File: src/hdl/fcr_map.svh
// register offsets, field positions, reset values and timing counts
`ifndef FCR_MAP_SVH
`define FCR_MAP_SVH

// ----------------------------------------------------------------
// register byte offsets
// ----------------------------------------------------------------
`define FCR_OFS_SEL 8'h00
`define FCR_OFS_FLVL 8'h04
`define FCR_OFS_FWID 8'h08
`define FCR_OFS_CLVL 8'h0C
`define FCR_OFS_CDLY 8'h10
`define FCR_OFS_CLV2 8'h14
`define FCR_OFS_LLVL 8'h18
`define FCR_OFS_LDLY 8'h1C
`define FCR_OFS_STAT 8'h20
`define FCR_OFS_ISTA 8'h24
`define FCR_OFS_IMSK 8'h28

// ----------------------------------------------------------------
// relay function codes and field layout
// ----------------------------------------------------------------
`define FCR_FN_DET1 8'h04
`define FCR_FN_DET2 8'h05
`define FCR_FN_CAGR 8'h0D
`define FCR_FN_LOWC 8'h39
`define FCR_EV_DET1 0
`define FCR_EV_DET2 1
`define FCR_EV_CAGR 2
`define FCR_EV_LOWC 3
`define FCR_STAT_RELAY 4

// ----------------------------------------------------------------
// reset values and setting limits
// ----------------------------------------------------------------
`define FCR_RST_FWID 8'h01
`define FCR_RST_CDLY 7'h01
`define FCR_FWID_MIN 8'h01
`define FCR_CDLY_MIN 7'h01
`define FCR_CDLY_MAX 7'h64
`define FCR_CLVL_MIN 16'h0001
`define FCR_LVL_MAX 16'h270F
`define FCR_FLVL_MAX 16'h2EE0
`define FCR_RESP_OKAY 2'b00
`define FCR_RESP_SLVERR 2'b10

// ----------------------------------------------------------------
// timing
// ----------------------------------------------------------------
`define FCR_CLK_NS 4
`define FCR_TICK_MS 10
`define FCR_TICK_CYC ((`FCR_TICK_MS * 1000000) / `FCR_CLK_NS)
`define FCR_REL_MS 100
`define FCR_REL_TICKS 16'(`FCR_REL_MS / `FCR_TICK_MS)
`define FCR_CDLY_UNIT 16'h000A

`endif

File: src/hdl/fcr_pkg.sv
// state types of the frequency and current detection block
package fcr_pkg;

  // ----------------------------------------------------------------
  // delay timer
  // ----------------------------------------------------------------
  typedef enum logic [0:0] {
    FCR_TMR_OFF = 1'b0,
    FCR_TMR_ON = 1'b1
  } fcr_tmr_st_t;

  typedef struct packed {
    fcr_tmr_st_t st; // output state
    logic [15:0] cnt; // elapsed ticks
  } fcr_tmr_t;

  // ----------------------------------------------------------------
  // frequency hysteresis
  // ----------------------------------------------------------------
  typedef struct packed {
    logic det; // detection one
  } fcr_hyst_t;

  // ----------------------------------------------------------------
  // top level: settings, irq, bus slave
  // ----------------------------------------------------------------
  typedef struct packed {
    logic [2:0][7:0] sel; // relay function codes
    logic [15:0] flvl; // freq level, 0.1 hz
    logic [7:0] fwid; // freq width, 0.1 hz
    logic [15:0] clvl; // current agree level, 0.1 a
    logic [6:0] cdly; // current agree delay, 0.1 s
    logic [15:0] clv2; // release level, 0.1 a
    logic [15:0] llvl; // low current level, 0.1 a
    logic [15:0] ldly; // low current delay, 10 ms
    logic [3:0] ista; // sticky events
    logic [3:0] imsk; // irq enables
    logic [3:0] evp; // previous source levels
    logic [2:0] relay; // relay drive
    logic [21:0] pre; // tick prescaler
    logic tick; // 10 ms pulse
    logic aw_got;
    logic [7:0] awaddr;
    logic w_got;
    logic [31:0] wdata;
    logic [3:0] wstrb;
    logic bvalid;
    logic [1:0] bresp;
    logic rvalid;
    logic [31:0] rdata;
    logic [1:0] rresp;
  } fcr_state_t;

endpackage

File: src/hdl/fcr_delay_timer.sv
// on-delay / off-delay qualifier counted in prescaler ticks
`timescale 1ns/10ps
module fcr_delay_timer (
  input wire logic aclk,
  input wire logic aresetn,
  input wire logic ce,
  input wire logic tick,
  input wire logic set_cond,
  input wire logic rel_cond,
  input wire logic [15:0] on_ticks,
  input wire logic [15:0] off_ticks,
  output logic active
);
  fcr_pkg::fcr_tmr_t s_r; // registered state
  fcr_pkg::fcr_tmr_t s_nxt; // next state
  logic on_due; // on delay surely elapsed
  logic off_due; // off delay surely elapsed

  // ----------------------------------------------------------------
  // qualify
  // ----------------------------------------------------------------
  // the tick phase is free running, so the first tick may land
  // right after the condition starts; one extra tick makes sure
  // the whole delay has passed; the top setting cannot exceed the
  // counter and so loses that one tick
  assign on_due = (on_ticks == 16'h0000) || (s_r.cnt > on_ticks) ||
                  (s_r.cnt == 16'hFFFF);
  assign off_due = (off_ticks == 16'h0000) || (s_r.cnt > off_ticks) ||
                   (s_r.cnt == 16'hFFFF);

  // any gap in the condition restarts the count, so only a
  // continuous stretch qualifies; resolution is one tick
  always_comb begin
    s_nxt = s_r;
    unique case (s_r.st)
      fcr_pkg::FCR_TMR_OFF: begin
        if (!set_cond) begin
          s_nxt.cnt = 16'h0000;
        end else if (on_due) begin
          s_nxt.st = fcr_pkg::FCR_TMR_ON;
          s_nxt.cnt = 16'h0000;
        end else if (tick) begin
          s_nxt.cnt = s_r.cnt + 16'h0001;
        end
      end
      fcr_pkg::FCR_TMR_ON: begin
        if (!rel_cond) begin
          s_nxt.cnt = 16'h0000;
        end else if (off_due) begin
          s_nxt.st = fcr_pkg::FCR_TMR_OFF;
          s_nxt.cnt = 16'h0000;
        end else if (tick) begin
          s_nxt.cnt = s_r.cnt + 16'h0001;
        end
      end
    endcase
  end

  // state register, frozen while ce is low
  always_ff @(posedge aclk) begin
    if (!aresetn) begin
      s_r <= '0;
    end else if (ce) begin
      s_r <= s_nxt;
    end
  end

  assign active = (s_r.st == fcr_pkg::FCR_TMR_ON);

  chk_tmr_soon: assert property (@(posedge aclk) disable iff (!aresetn)
    (ce && !active && s_r.cnt < on_ticks) |=> !active)
    else $error("relay asserted before on delay");
  chk_tmr_keep: assert property (@(posedge aclk) disable iff (!aresetn)
    (ce && active && !rel_cond) |=> active)
    else $error("relay released without release condition");
  chk_tmr_off: assert property (@(posedge aclk) disable iff (!aresetn)
    (ce && active && s_r.cnt < off_ticks) |=> active)
    else $error("relay released before off delay");
endmodule

File: src/hdl/fcr_freq_hyst.sv
// frequency detection with hysteresis band
`timescale 1ns/10ps
module fcr_freq_hyst (
  input wire logic aclk,
  input wire logic aresetn,
  input wire logic ce,
  input wire logic [15:0] freq,
  input wire logic [15:0] lvl,
  input wire logic [7:0] wid,
  output logic det
);
  fcr_pkg::fcr_hyst_t s_r; // registered state
  fcr_pkg::fcr_hyst_t s_nxt; // next state
  logic [16:0] upper; // level plus width
  logic above; // strictly over upper bound
  logic below; // strictly under level

  // ----------------------------------------------------------------
  // band compare
  // ----------------------------------------------------------------
  // one bit wider so a high level plus width cannot wrap
  always_comb begin
    upper = {1'b0, lvl} + {9'h000, wid};
    above = {1'b0, freq} > upper;
    below = freq < lvl;
    s_nxt = s_r;
    if (above) begin
      s_nxt.det = 1'b1;
    end else if (below) begin
      s_nxt.det = 1'b0;
    end
  end

  // state register, frozen while ce is low
  always_ff @(posedge aclk) begin
    if (!aresetn) begin
      s_r <= '0;
    end else if (ce) begin
      s_r <= s_nxt;
    end
  end

  assign det = s_r.det;

  chk_hyst_on: assert property (@(posedge aclk) disable iff (!aresetn)
    (ce && above) |=> det)
    else $error("detection one not set above band");
  chk_hyst_clr: assert property (@(posedge aclk) disable iff (!aresetn)
    (ce && below) |=> !det)
    else $error("detection one not cleared below level");
  chk_in_band: assert property (@(posedge aclk) disable iff (!aresetn)
    (ce && !above && !below) |=> $stable(det))
    else $error("detection changed inside band");
endmodule

File: src/hdl/fcr_relay_detect.sv
// level detection relays with axi4-lite settings and interrupt
`timescale 1ns/10ps
`include "fcr_map.svh"

module fcr_relay_detect #(
  parameter int TICK_CYCLES = `FCR_TICK_CYC
) (
  input wire logic aclk,
  input wire logic aresetn,
  input wire logic ce,
  input wire logic [15:0] out_freq,
  input wire logic [15:0] out_current,
  output logic [2:0] relay_out,
  output logic irq,
  input wire logic [7:0] s_axi_awaddr,
  input wire logic s_axi_awvalid,
  output logic s_axi_awready,
  input wire logic [31:0] s_axi_wdata,
  input wire logic [3:0] s_axi_wstrb,
  input wire logic s_axi_wvalid,
  output logic s_axi_wready,
  output logic [1:0] s_axi_bresp,
  output logic s_axi_bvalid,
  input wire logic s_axi_bready,
  input wire logic [7:0] s_axi_araddr,
  input wire logic s_axi_arvalid,
  output logic s_axi_arready,
  output logic [31:0] s_axi_rdata,
  output logic [1:0] s_axi_rresp,
  output logic s_axi_rvalid,
  input wire logic s_axi_rready
);
  // ----------------------------------------------------------------
  // declarations
  // ----------------------------------------------------------------
  localparam logic [21:0] PRE_LAST = 22'(TICK_CYCLES - 1);

  fcr_pkg::fcr_state_t s_r; // registered state
  fcr_pkg::fcr_state_t s_nxt; // next state
  logic det1; // frequency detection one
  logic det2; // frequency detection two
  logic cagr; // qualified current agree
  logic lowc; // qualified low current
  logic cagr_set; // current over agree level
  logic cagr_rel; // current at or under level two
  logic lowc_set; // current under low level, enabled
  logic [15:0] cagr_on; // agree delay in ticks
  logic [2:0] relay_d; // per relay selected source
  logic [3:0] src; // event sources
  logic aw_take; // write address handshake
  logic w_take; // write data handshake
  logic ar_take; // read address handshake
  logic aw_h; // address held or arriving
  logic w_h; // data held or arriving
  logic [7:0] wa; // effective write address
  logic [31:0] wd; // effective write data
  logic [3:0] ws; // effective write strobes
  logic [31:0] wv; // merged write value
  logic [3:0] w1c; // sticky bits to clear

  // ----------------------------------------------------------------
  // helpers
  // ----------------------------------------------------------------
  // register read mux, shared by reads and byte-lane merging
  function automatic logic [31:0] rd_reg(input logic [7:0] a,
      input fcr_pkg::fcr_state_t st, input logic [3:0] live);
    logic [31:0] r;
    r = 32'h0000_0000;
    case (a)
      `FCR_OFS_SEL: r = {8'h00, st.sel};
      `FCR_OFS_FLVL: r = {16'h0000, st.flvl};
      `FCR_OFS_FWID: r = {24'h00_0000, st.fwid};
      `FCR_OFS_CLVL: r = {16'h0000, st.clvl};
      `FCR_OFS_CDLY: r = {25'h000_0000, st.cdly};
      `FCR_OFS_CLV2: r = {16'h0000, st.clv2};
      `FCR_OFS_LLVL: r = {16'h0000, st.llvl};
      `FCR_OFS_LDLY: r = {16'h0000, st.ldly};
      `FCR_OFS_STAT: r = {25'h000_0000, st.relay, live};
      `FCR_OFS_ISTA: r = {28'h000_0000, st.ista};
      `FCR_OFS_IMSK: r = {28'h000_0000, st.imsk};
      default: r = 32'h0000_0000;
    endcase
    return r;
  endfunction

  // unmapped offsets answer slverr
  function automatic logic mapped(input logic [7:0] a);
    logic m;
    m = (a <= `FCR_OFS_IMSK) && (a[1:0] == 2'b00);
    return m;
  endfunction

  // keep old bytes where the strobe is low
  function automatic logic [31:0] merge(input logic [31:0] old,
      input logic [31:0] nw, input logic [3:0] st);
    logic [31:0] m;
    m = old;
    for (int i = 0; i < 4; i++) begin
      if (st[i]) begin
        m[i*8 +: 8] = nw[i*8 +: 8];
      end
    end
    return m;
  endfunction

  // ----------------------------------------------------------------
  // detectors
  // ----------------------------------------------------------------
  fcr_freq_hyst u_hyst (
    .aclk(aclk),
    .aresetn(aresetn),
    .ce(ce),
    .freq(out_freq),
    .lvl(s_r.flvl),
    .wid(s_r.fwid),
    .det(det1)
  );

  // complement of a held state keeps the same hold inside the band
  assign det2 = ~det1;

  // agree: set over level, release at or under level two
  assign cagr_set = out_current > s_r.clvl;
  assign cagr_rel = out_current <= s_r.clv2;
  assign cagr_on = {9'h000, s_r.cdly} * `FCR_CDLY_UNIT;

  fcr_delay_timer u_cagr (
    .aclk(aclk),
    .aresetn(aresetn),
    .ce(ce),
    .tick(s_r.tick),
    .set_cond(cagr_set),
    .rel_cond(cagr_rel),
    .on_ticks(cagr_on),
    .off_ticks(`FCR_REL_TICKS),
    .active(cagr)
  );

  // a zero level switches low current detection off
  assign lowc_set = (s_r.llvl != 16'h0000) &&
                    (out_current < s_r.llvl);

  fcr_delay_timer u_lowc (
    .aclk(aclk),
    .aresetn(aresetn),
    .ce(ce),
    .tick(s_r.tick),
    .set_cond(lowc_set),
    .rel_cond(!lowc_set),
    .on_ticks(s_r.ldly),
    .off_ticks(`FCR_REL_TICKS),
    .active(lowc)
  );

  assign src = {lowc, cagr, det2, det1};

  // ----------------------------------------------------------------
  // relay routing
  // ----------------------------------------------------------------
  // unsupported codes leave the relay released
  for (genvar g = 0; g < 3; g++) begin : g_relay
    always_comb begin
      case (s_r.sel[g])
        `FCR_FN_DET1: relay_d[g] = det1;
        `FCR_FN_DET2: relay_d[g] = det2;
        `FCR_FN_CAGR: relay_d[g] = cagr;
        `FCR_FN_LOWC: relay_d[g] = lowc;
        default: relay_d[g] = 1'b0;
      endcase
    end
  end

  // ----------------------------------------------------------------
  // bus handshakes
  // ----------------------------------------------------------------
  // readies and valids are gated by ce, which must freeze the
  // master too, so no beat is taken while state stands still
  assign s_axi_awready = ce && !s_r.aw_got && !s_r.bvalid;
  assign s_axi_wready = ce && !s_r.w_got && !s_r.bvalid;
  assign s_axi_arready = ce && !s_r.rvalid;
  assign s_axi_bvalid = ce && s_r.bvalid;
  assign s_axi_rvalid = ce && s_r.rvalid;
  assign aw_take = s_axi_awvalid && s_axi_awready;
  assign w_take = s_axi_wvalid && s_axi_wready;
  assign ar_take = s_axi_arvalid && s_axi_arready;
  assign aw_h = s_r.aw_got || aw_take;
  assign w_h = s_r.w_got || w_take;
  assign wa = s_r.aw_got ? s_r.awaddr : s_axi_awaddr;
  assign wd = s_r.w_got ? s_r.wdata : s_axi_wdata;
  assign ws = s_r.w_got ? s_r.wstrb : s_axi_wstrb;
  assign wv = merge(rd_reg(wa, s_r, src), wd, ws);
  assign w1c = wd[3:0] & {4{ws[0]}};

  // ----------------------------------------------------------------
  // next state
  // ----------------------------------------------------------------
  always_comb begin
    s_nxt = s_r;
    // prescaler for the 10 ms timer tick
    s_nxt.tick = (s_r.pre == PRE_LAST);
    s_nxt.pre = s_nxt.tick ? 22'h00_0000 : s_r.pre + 22'h00_0001;
    s_nxt.relay = relay_d;
    // hold whichever write half arrives first
    if (aw_take && !w_h) begin
      s_nxt.aw_got = 1'b1;
      s_nxt.awaddr = s_axi_awaddr;
    end
    if (w_take && !aw_h) begin
      s_nxt.w_got = 1'b1;
      s_nxt.wdata = s_axi_wdata;
      s_nxt.wstrb = s_axi_wstrb;
    end
    if (s_r.bvalid && s_axi_bready) begin
      s_nxt.bvalid = 1'b0;
    end
    // both halves present: write and answer
    if (aw_h && w_h) begin
      s_nxt.aw_got = 1'b0;
      s_nxt.w_got = 1'b0;
      s_nxt.bvalid = 1'b1;
      s_nxt.bresp = mapped(wa) ? `FCR_RESP_OKAY : `FCR_RESP_SLVERR;
      case (wa)
        `FCR_OFS_SEL: s_nxt.sel = wv[23:0];
        `FCR_OFS_FLVL: begin
          s_nxt.flvl = (wv[15:0] > `FCR_FLVL_MAX) ? `FCR_FLVL_MAX :
                       wv[15:0];
        end
        `FCR_OFS_FWID: begin
          s_nxt.fwid = (wv[7:0] < `FCR_FWID_MIN) ? `FCR_FWID_MIN :
                       wv[7:0];
        end
        `FCR_OFS_CLVL: begin
          if (wv[15:0] < `FCR_CLVL_MIN) begin
            s_nxt.clvl = `FCR_CLVL_MIN;
          end else if (wv[15:0] > `FCR_LVL_MAX) begin
            s_nxt.clvl = `FCR_LVL_MAX;
          end else begin
            s_nxt.clvl = wv[15:0];
          end
          // lowering the agree level drags level two down
          if (s_r.clv2 > s_nxt.clvl) begin
            s_nxt.clv2 = s_nxt.clvl;
          end
        end
        `FCR_OFS_CDLY: begin
          if (wv > {25'h000_0000, `FCR_CDLY_MAX}) begin
            s_nxt.cdly = `FCR_CDLY_MAX;
          end else if (wv[6:0] < `FCR_CDLY_MIN) begin
            s_nxt.cdly = `FCR_CDLY_MIN;
          end else begin
            s_nxt.cdly = wv[6:0];
          end
        end
        `FCR_OFS_CLV2: begin
          s_nxt.clv2 = (wv[15:0] > s_r.clvl) ? s_r.clvl :
                       wv[15:0];
        end
        `FCR_OFS_LLVL: begin
          s_nxt.llvl = (wv[15:0] > `FCR_LVL_MAX) ? `FCR_LVL_MAX :
                       wv[15:0];
        end
        `FCR_OFS_LDLY: s_nxt.ldly = wv[15:0];
        `FCR_OFS_ISTA: s_nxt.ista = s_r.ista & ~w1c;
        `FCR_OFS_IMSK: s_nxt.imsk = wv[3:0];
        default: s_nxt.ista = s_nxt.ista;
      endcase
    end
    // rising source edges; applied after the clear so set wins
    s_nxt.evp = src;
    s_nxt.ista = s_nxt.ista | (src & ~s_r.evp);
    // read channel
    if (s_r.rvalid && s_axi_rready) begin
      s_nxt.rvalid = 1'b0;
    end
    if (ar_take) begin
      s_nxt.rvalid = 1'b1;
      s_nxt.rdata = rd_reg(s_axi_araddr, s_r, src);
      s_nxt.rresp = mapped(s_axi_araddr) ? `FCR_RESP_OKAY :
                    `FCR_RESP_SLVERR;
    end
  end

  // ----------------------------------------------------------------
  // state register
  // ----------------------------------------------------------------
  always_ff @(posedge aclk) begin
    if (!aresetn) begin
      s_r <= '0;
      s_r.fwid <= `FCR_RST_FWID;
      s_r.cdly <= `FCR_RST_CDLY;
      // detection two idles high, so no false edge after reset
      s_r.evp[`FCR_EV_DET2] <= 1'b1;
    end else if (ce) begin
      s_r <= s_nxt;
    end
  end

  assign relay_out = s_r.relay;
  assign irq = |(s_r.ista & s_r.imsk);
  assign s_axi_bresp = s_r.bresp;
  assign s_axi_rdata = s_r.rdata;
  assign s_axi_rresp = s_r.rresp;

  // ----------------------------------------------------------------
  // checks
  // ----------------------------------------------------------------
  chk_sel_one: assert property (@(posedge aclk) disable iff (!aresetn)
    (ce && s_r.sel[0] == `FCR_FN_DET1) |=> relay_out[0] == $past(det1))
    else $error("relay zero does not follow detection one");
  chk_sel_agr: assert property (@(posedge aclk) disable iff (!aresetn)
    (ce && s_r.sel[1] == `FCR_FN_CAGR) |=> relay_out[1] == $past(cagr))
    else $error("relay one does not follow current agree");
  chk_sel_low: assert property (@(posedge aclk) disable iff (!aresetn)
    (ce && s_r.sel[2] == `FCR_FN_LOWC) |=> relay_out[2] == $past(lowc))
    else $error("relay two does not follow low current");
  chk_lvl2_cap: assert property (@(posedge aclk) disable iff (!aresetn)
    s_r.clv2 <= s_r.clvl)
    else $error("level two above agree level");
  chk_cdly_rng: assert property (@(posedge aclk) disable iff (!aresetn)
    s_r.cdly >= `FCR_CDLY_MIN && s_r.cdly <= `FCR_CDLY_MAX)
    else $error("agree delay out of range");
  chk_irq_level: assert property (@(posedge aclk) disable iff (!aresetn)
    (ce && det1 && !$past(det1) && s_r.imsk[0]) |=> irq)
    else $error("unmasked event did not raise irq");
endmodule

File: config.mk
export PLATFORM = sky130hd
export DESIGN_NAME = fcr_relay_detect
export DESIGN_NICKNAME = d
export VERILOG_FILES = /design/src/hdl/fcr_pkg.sv /design/src/hdl/fcr_delay_timer.sv /design/src/hdl/fcr_freq_hyst.sv /design/src/hdl/fcr_relay_detect.sv
export VERILOG_INCLUDE_DIRS = /design/src /design/src/hdl
export SDC_FILE = /design/constraint.sdc
export NUM_CORES = 1
export LEC_CHECK = 0
export BUFFER_PORTS_ARGS = -buffer_cell sky130_fd_sc_hd__buf_2
export CORE_MARGIN = 8
export CORE_UTILIZATION = 40
export DETAILED_ROUTE_END_ITERATION = 8
export GPL_TIMING_DRIVEN = 1
export PLACE_DENSITY = 0.57
export SLEW_MARGIN = 20
export SYNTH_ARGS = -nofsm -noshare
export SYNTH_HDL_FRONTEND = slang
export SYNTH_SLANG_ARGS = --single-unit
File: constraint.sdc
create_clock -name aclk -period 5.8 [get_ports aclk]
set_input_delay 0.58 -clock aclk [delete_from_list [all_inputs] [get_ports aclk]]
set_output_delay 0.58 -clock aclk [all_outputs]
set_load 0.01 [all_outputs]
## Word level (Yosys, flattened, before mapping)

Cells that the tools add are included.

| word-level totals | value |
|---|---|
| input port bits | 92 |
| logic and storage cells | 224 |
| bits in registers | 276 |
| output and inout bits | 45 |

| operators by class | value |
|---|---|
| reductions and logical operators | 64 |
| equality and inequality tests | 36 |
| $lt $le $gt $ge | 19 |
| add/subtract/negate cells | 4 |
| bitwise logic cells | 10 |
| $mul | 1 |
| mux-type cells | 59 |

Operator list:

| kind | number |
|---|---|
| one-hot mux 24 bit (11 select lines) | 2 |
| 2-to-1 mux 16 bit | 17 |
| equality test 8 x 6 -> 1 bit, second input constant | 9 |
| one-hot mux 17 bit (2 select lines) | 2 |
| equality test 8 x 3 -> 1 bit, second input constant | 8 |
| equality test 8 x 5 -> 1 bit, second input constant | 8 |
| > comparator 16 bit | 4 |
| equality test 8 x 4 -> 1 bit, second input constant | 7 |
| 2-to-1 mux 8 bit | 7 |
| 2-to-1 mux 37 bit | 1 |
| 2-to-1 mux 35 bit | 1 |
| adder 16 x 1 -> 16 bit, second input constant | 2 |
| equality test 16 bit, second input constant | 2 |
| > comparator 16 x 14 -> 1 bit, second input constant | 2 |
| > comparator 16 x 4 -> 1 bit, second input constant | 2 |
| > comparator 32 x 7 -> 1 bit, second input constant | 1 |
| logical NOT 16 bit | 2 |
| < comparator 16 bit | 2 |
| 2-to-1 mux 32 bit | 1 |
| one-hot mux 16 bit (2 select lines) | 1 |
| AND reduction 3 bit | 8 |
| adder 22 x 1 -> 22 bit, second input constant | 1 |
| equality test 22 bit, second input constant | 1 |
| 2-to-1 mux 22 bit | 1 |
| other kinds (31) | 101 |

## Longest topological paths before layout

| logic depth | value |
|---|---|
| depth in word-level cells | 12 |
| mapped depth | 27 |
| gate-level depth less buffers | 22 |

## Hierarchy

From an unflattened synthesis, not the netlist that was laid out.

| second synthesis, totals | value |
|---|---|
| cell total of the unflattened synthesis | 2392 |
| area, all modules | 18768.0 um^2 |

Modules (own cells, without submodules):

| module | area an instance (um^2) | times used | cells an instance | sequential area each (um^2) |
|---|---|---|---|---|
| fcr_relay_detect | 14086.0 | 1 | 1784 | 4624.4 |
| fcr_delay_timer | 1721.7 | 2 | 225 | 340.3 |
| fcr_freq_hyst | 1238.7 | 1 | 158 | 20.0 |

## Worst setup path before layout

No wires, ideal clock.

| path | value |
|---|---|
| path type | input to register |
| from | in s_axi_awaddr[0] |
| to | reg s_r[157] (netlist bit) |
| buffers on the path | 6 |
| data arrival time | 4.952 ns |
| stages | 26 |
| data required time | 5.721 ns |
| library setup time | 0.079 ns |
| setup slack | 0.769 ns |
| cell sequence | or4_1 > o22ai_1 > buf_2 > clkbuf_1 > and2_1 > clkbuf_1 > a22o_1 > a221oi_1 > a21oi_1 > o311ai_1 > nand2_1 > buf_2 > nor2_1 > inv_1 > ha_1 > nand4_1 > nor2_1 > nor3_1 > a21oi_1 > o31ai_1 > a31oi_1 > nor2b_1 > clkbuf_1 > clkbuf_1 > a22oi_1 > o211ai_1 |

| on the way | value |
|---|---|
| cells in the longest elaborated chain, start to end | 12 |
| elaborated cells between the ends (all ways) | 29 |
| those cells by class | 4 x order compare; 11 x eq/ne; 11 x mux; 3 x reduce/logical |

Ends and longest elaborated chain:

| what | RTL line | RTL |
|---|---|---|
| start, declared | fcr_relay_detect.sv:15 | `input wire logic [7:0] s_axi_awaddr,` |
| 2-to-1 mux 8 bit (*) | fcr_relay_detect.sv:188 | `assign wa = s_r.aw_got ? s_r.awaddr : s_axi_awaddr;` |
| equality test 8 x 6 -> 1 bit (tied with other cells) | fcr_relay_detect.sv:69 | `case (a)` |
| one-hot mux 24 bit (11 select lines) (*) | fcr_relay_detect.sv:69 |  |
| 2-to-1 mux 8 bit (*) | fcr_relay_detect.sv:99 | `if (st[i]) begin` |
| net wv[7] | fcr_relay_detect.sv:58 | `logic [31:0] wv;` |
| > comparator 16 x 14 -> 1 bit (no source line) | -- |  |
| 2-to-1 mux 16 bit | fcr_relay_detect.sv:235 | `` end else if (wv[15:0] > `FCR_LVL_MAX) begin `` |
| 2-to-1 mux 16 bit | fcr_relay_detect.sv:233 | `` if (wv[15:0] < `FCR_CLVL_MIN) begin `` |
| 2-to-1 mux 16 bit | fcr_relay_detect.sv:222 | `case (wa)` |
| 2-to-1 mux 16 bit | fcr_relay_detect.sv:217 | `if (aw_h && w_h) begin` |
| > comparator 16 bit | fcr_relay_detect.sv:241 | `if (s_r.clv2 > s_nxt.clvl) begin` |
| inequality test 2 bit (no source line) | -- |  |
| AND reduction 4 bit (no source line) | -- |  |
| end signal, assigned | fcr_relay_detect.sv:294 | `s_r <= s_nxt;` |
| end, declared | fcr_relay_detect.sv:38 | `fcr_pkg::fcr_state_t s_r;` |

Mark *: on every way through the listed nets, which the timed path passes. The rest lies on a longest branch. The select of a mux whose other input is x is not followed.
A chain may end at the register's enable or synchronous reset.

## Final worst setup path

| path | value |
|---|---|
| from | reg s_r[83] (netlist bit) |
| to | reg s_r[158] (netlist bit) |

| on the way | value |
|---|---|
| cells in the longest elaborated chain, start to end | 12 |
| elaborated cells between the ends (all ways) | 35 |
| those cells by class | 4 x order compare; 11 x eq/ne; 11 x mux; 9 x reduce/logical |

Ends and longest elaborated chain:

| what | RTL line |
|---|---|
| 2-to-1 mux 8 bit (*) | fcr_relay_detect.sv:188 |
| equality test 8 x 6 -> 1 bit (tied with other cells) | fcr_relay_detect.sv:69 |
| one-hot mux 24 bit (11 select lines) (*) | fcr_relay_detect.sv:69 |
| 2-to-1 mux 8 bit (*) | fcr_relay_detect.sv:99 |
| net wv[9] | fcr_relay_detect.sv:58 |
| > comparator 16 x 14 -> 1 bit (no source line) | -- |
| 2-to-1 mux 16 bit | fcr_relay_detect.sv:235 |
| 2-to-1 mux 16 bit | fcr_relay_detect.sv:233 |
| 2-to-1 mux 16 bit | fcr_relay_detect.sv:222 |
| 2-to-1 mux 16 bit | fcr_relay_detect.sv:217 |
| > comparator 16 bit | fcr_relay_detect.sv:241 |
| inequality test 2 bit (no source line) | -- |
| AND reduction 4 bit (no source line) | -- |

Marked as above.

==> flow_summary.toml <==
[clock_tree]
clkSinkCount = 266
ctsRootBufferMaster = "clkbuf_16"
clkTransAtPathRegs_ns = 0.06
h-tree-depth = 1
cts_buffers = 31
insertion_delay_ns = 0.59
cts.repair_timing.setup_buffer_count = 0
cts_tree = "built"
cts_max_path_buffers = 3

[pwr]
cellLeakagePower_uw = 0.008004
p_per_area_nw_per_um2 = 221.9
ir_drop_uv = 235.3

[global_route]
grt_pass1_vias = 17480
grt_antenna_before_repair = 1
groute.usage.overall_pct = 26.15
wire_length_of_the_first_global_routing_pass_um = 108000
grt_remaining_overflow = 0
grt_max_degree = 110

[worst_setup_path]
arrival_ns = 5.95
critPathKind = "flop to flop"
worstRegToRegCells = 19
timing.critical_path.required_ns = 6.26
startpoint_type = "flop"
crit_path_max_fanout = 19
timing.critical_path.to_type = "flop"

[routing]
detail_route.drc_violations = 0
first_pass_iters = 6
route.vias.total = 17820
route.antenna.remaining_nets = 0
routed_wirelength_um = 70990
detail_route.wl_per_cell_um = 23.97
drt-initial-drc-count = 1692
viasPerCell = 6.015

[yosys]
synth_sequential_area_ratio_pct = 29.55
yosysWarningCount = 0
synth_cells = 2243
synthMostInstantiatedCell = "nand2_1"
synthDominantCellAreaShare_pct = 29.55
synth_flop_cell = "dfxtp_1"
yosysTopAreaCell = "dfxtp_1"
syn_area_per_cell_sq_um = 8.033
synthTopCellsByCount = "nand2_1 (296), dfxtp_1 (266), ha_1 (158)"
synthArstFlopShare_pct = 0
netlist_area_sq_um = 18020
synth-edff-count = 0
synth_area_leaders = "dfxtp_1 (30%), ha_1 (11%), nand2_1 (6.2%), a21boi_0 (4.1%), a22oi_1 (3.6%)"
yosysUniqueCellTypes = 85
ys_ff_latch = 266

[sta]
setup_viol = 0
finalHoldViolCount = 0
timing.clock.skew_ns = 0.02004
final_critical_path_time_including_i_o_delays_and_setup_ns = 5.483
tns_ns = 0
grt_setup_unrepaired = "no"
maxClockFrequency_mhz = 182.4
hold-worst-slack_ns = 0.2589
final_max_slew_viol_count = 0
fin_crit_sh_pct = 94.53
worstMarginPinSlew_ns = 1.057
slew_headroom_pct = 29.51

[layout]
nets = 2598
drive_gt1_share_pct = 13.25
num-fill-cells = 4476
final_util_pct = 46.26
multiInputGateArea_sq_um = 11530
diodes = 0
layout.area.seq_sq_um = 5326
area_delta_synth_final_pct = 13.78

[floorplan]
floorplan.die.height_um = 228.2
standard_cell_core_area_sq_um = 44320
ios = 137
initial_core_util_pct = 40.66
die_width_um = 228.2
core.rowCount = 77
fp.dieArea_sq_um = 52090

[place]
place.port_buffers = 126
gpl.final_weighted_congestion = 1.037
post-dp-hpwl_um = 54590

[min_path]
holdCritPathClass = "primary input to flop"
hold_depth = 3

[flow_run]
drv.max_cap_violation_count = 0

[outcome]
status = "finished clean"
[where the power goes]
| group | switching (uW) | internal (uW) |
|---|---|---|
| logic | 344 | 211 |
| clock network | 841 | 1290 |
| registers | 17.1 | 1840 |
[final cells by class]
type / count / share of cell area [%]
clock inverters: 16 / 1.105
flip-flops and latches: 266 / 25.98
multi-input cells: 1704 / 56.24
clock buffers: 41 / 4.309
repair buffers: 214 / 6.390
well taps: 592 / 3.613
inverters: 129 / 2.362
[final timing paths]
check	slack (ns)	from	endpoint
min	0.26	s_axi_wdata[23]	s_r[65]
max reg2reg	0.32	s_r[83]	s_r[158]
min reg2reg	0.45	u_cagr.s_r[14]	u_cagr.s_r[14]
max	0.32	s_r[83]	s_r[158]
[per-stage QoR]
step                      std cells  power (uW)  worst slack [ns]  instance area, sq um
after global placement         2905        2438            0.2801                 19380
after CTS                      2962        4573            0.1705                 20490
after detailed placement       2905        2447            0.1285                 19380
after floorplan                2253        2222            0.7687                 18060
after global routing           2962        4705           0.08009                 20500
final                          2962        4549            0.3170                 20500
[sequential cells by signal, summed over array words and instances, names as in the netlist]
signal / flops
relay_out: 3
s_axi_bresp: 1
s_axi_rdata: 24
s_axi_rresp: 1
s_r: 202
u_cagr.active: 1
u_cagr.s_r: 16
u_hyst.det: 1
u_lowc.active: 1
u_lowc.s_r: 16
[cell families after synthesis]
logic type | synth area share, %
multiplexers | 2.298
buffers and inverters | 6.930
AO/OA/AOI/OAI | 24.86
flip-flops | 29.55
AND/OR/NAND/NOR | 23.13
other | 0.04168
XOR/XNOR | 1.993
adder cells (fa/ha/maj) | 11.19
[metal layers]
| layer | share of wire [%] | GRT usage (%) |
|---|---|---|
| met5 | 0.018 | 0 |
| met4 | 4.9 | 11.37 |
| met3 | 7.5 | 4.033 |
| met2 | 44 | 42.10 |
| met1 | 43 | 34.37 |
[critical path, cell delays in order, from the launching register on]
cell and delay, ns:
dfxtp_2 0.50, or3b_1 0.24, a22oi_1 0.20, and2_4 0.30
a22o_1 0.29, o41ai_4 0.50, inv_2 0.10, or4_1 0.58
or4_4 0.48, nor4b_2 0.41, or2_1 0.17, ha_1 0.14
nor2_1 0.04, nor3_1 0.13, a21oi_1 0.10, o31ai_1 0.22
a31oi_1 0.17, and3b_1 0.28, a32oi_1 0.34, o21ai_0 0.14
[layout by cell type, fill, tap and decap left out, types with 24 or more instances in the layout]
cell / count
a21boi_0: 99
a21o_1: 33
a21oi_1: 82
a22oi_1: 87
and2_1: 40
and3_1: 51
buf_2: 125
buf_4: 87
clkbuf_16: 31
dfxtp_1: 265
ha_1: 158
inv_1: 124
mux2i_1: 38
nand2_1: 296
nand3_1: 73
nand3b_1: 27
nand4_1: 39
nor2_1: 107
nor2b_1: 58
nor4_1: 31
o21a_1: 24
o21ai_0: 98
xnor2_1: 24
[repair_timing]
item,4_1_cts,5_1_grt
hold buffers,0,0
resized for setup,0,5
setup endpoints to repair,0,16
Power figures use the tool's default switching activity.
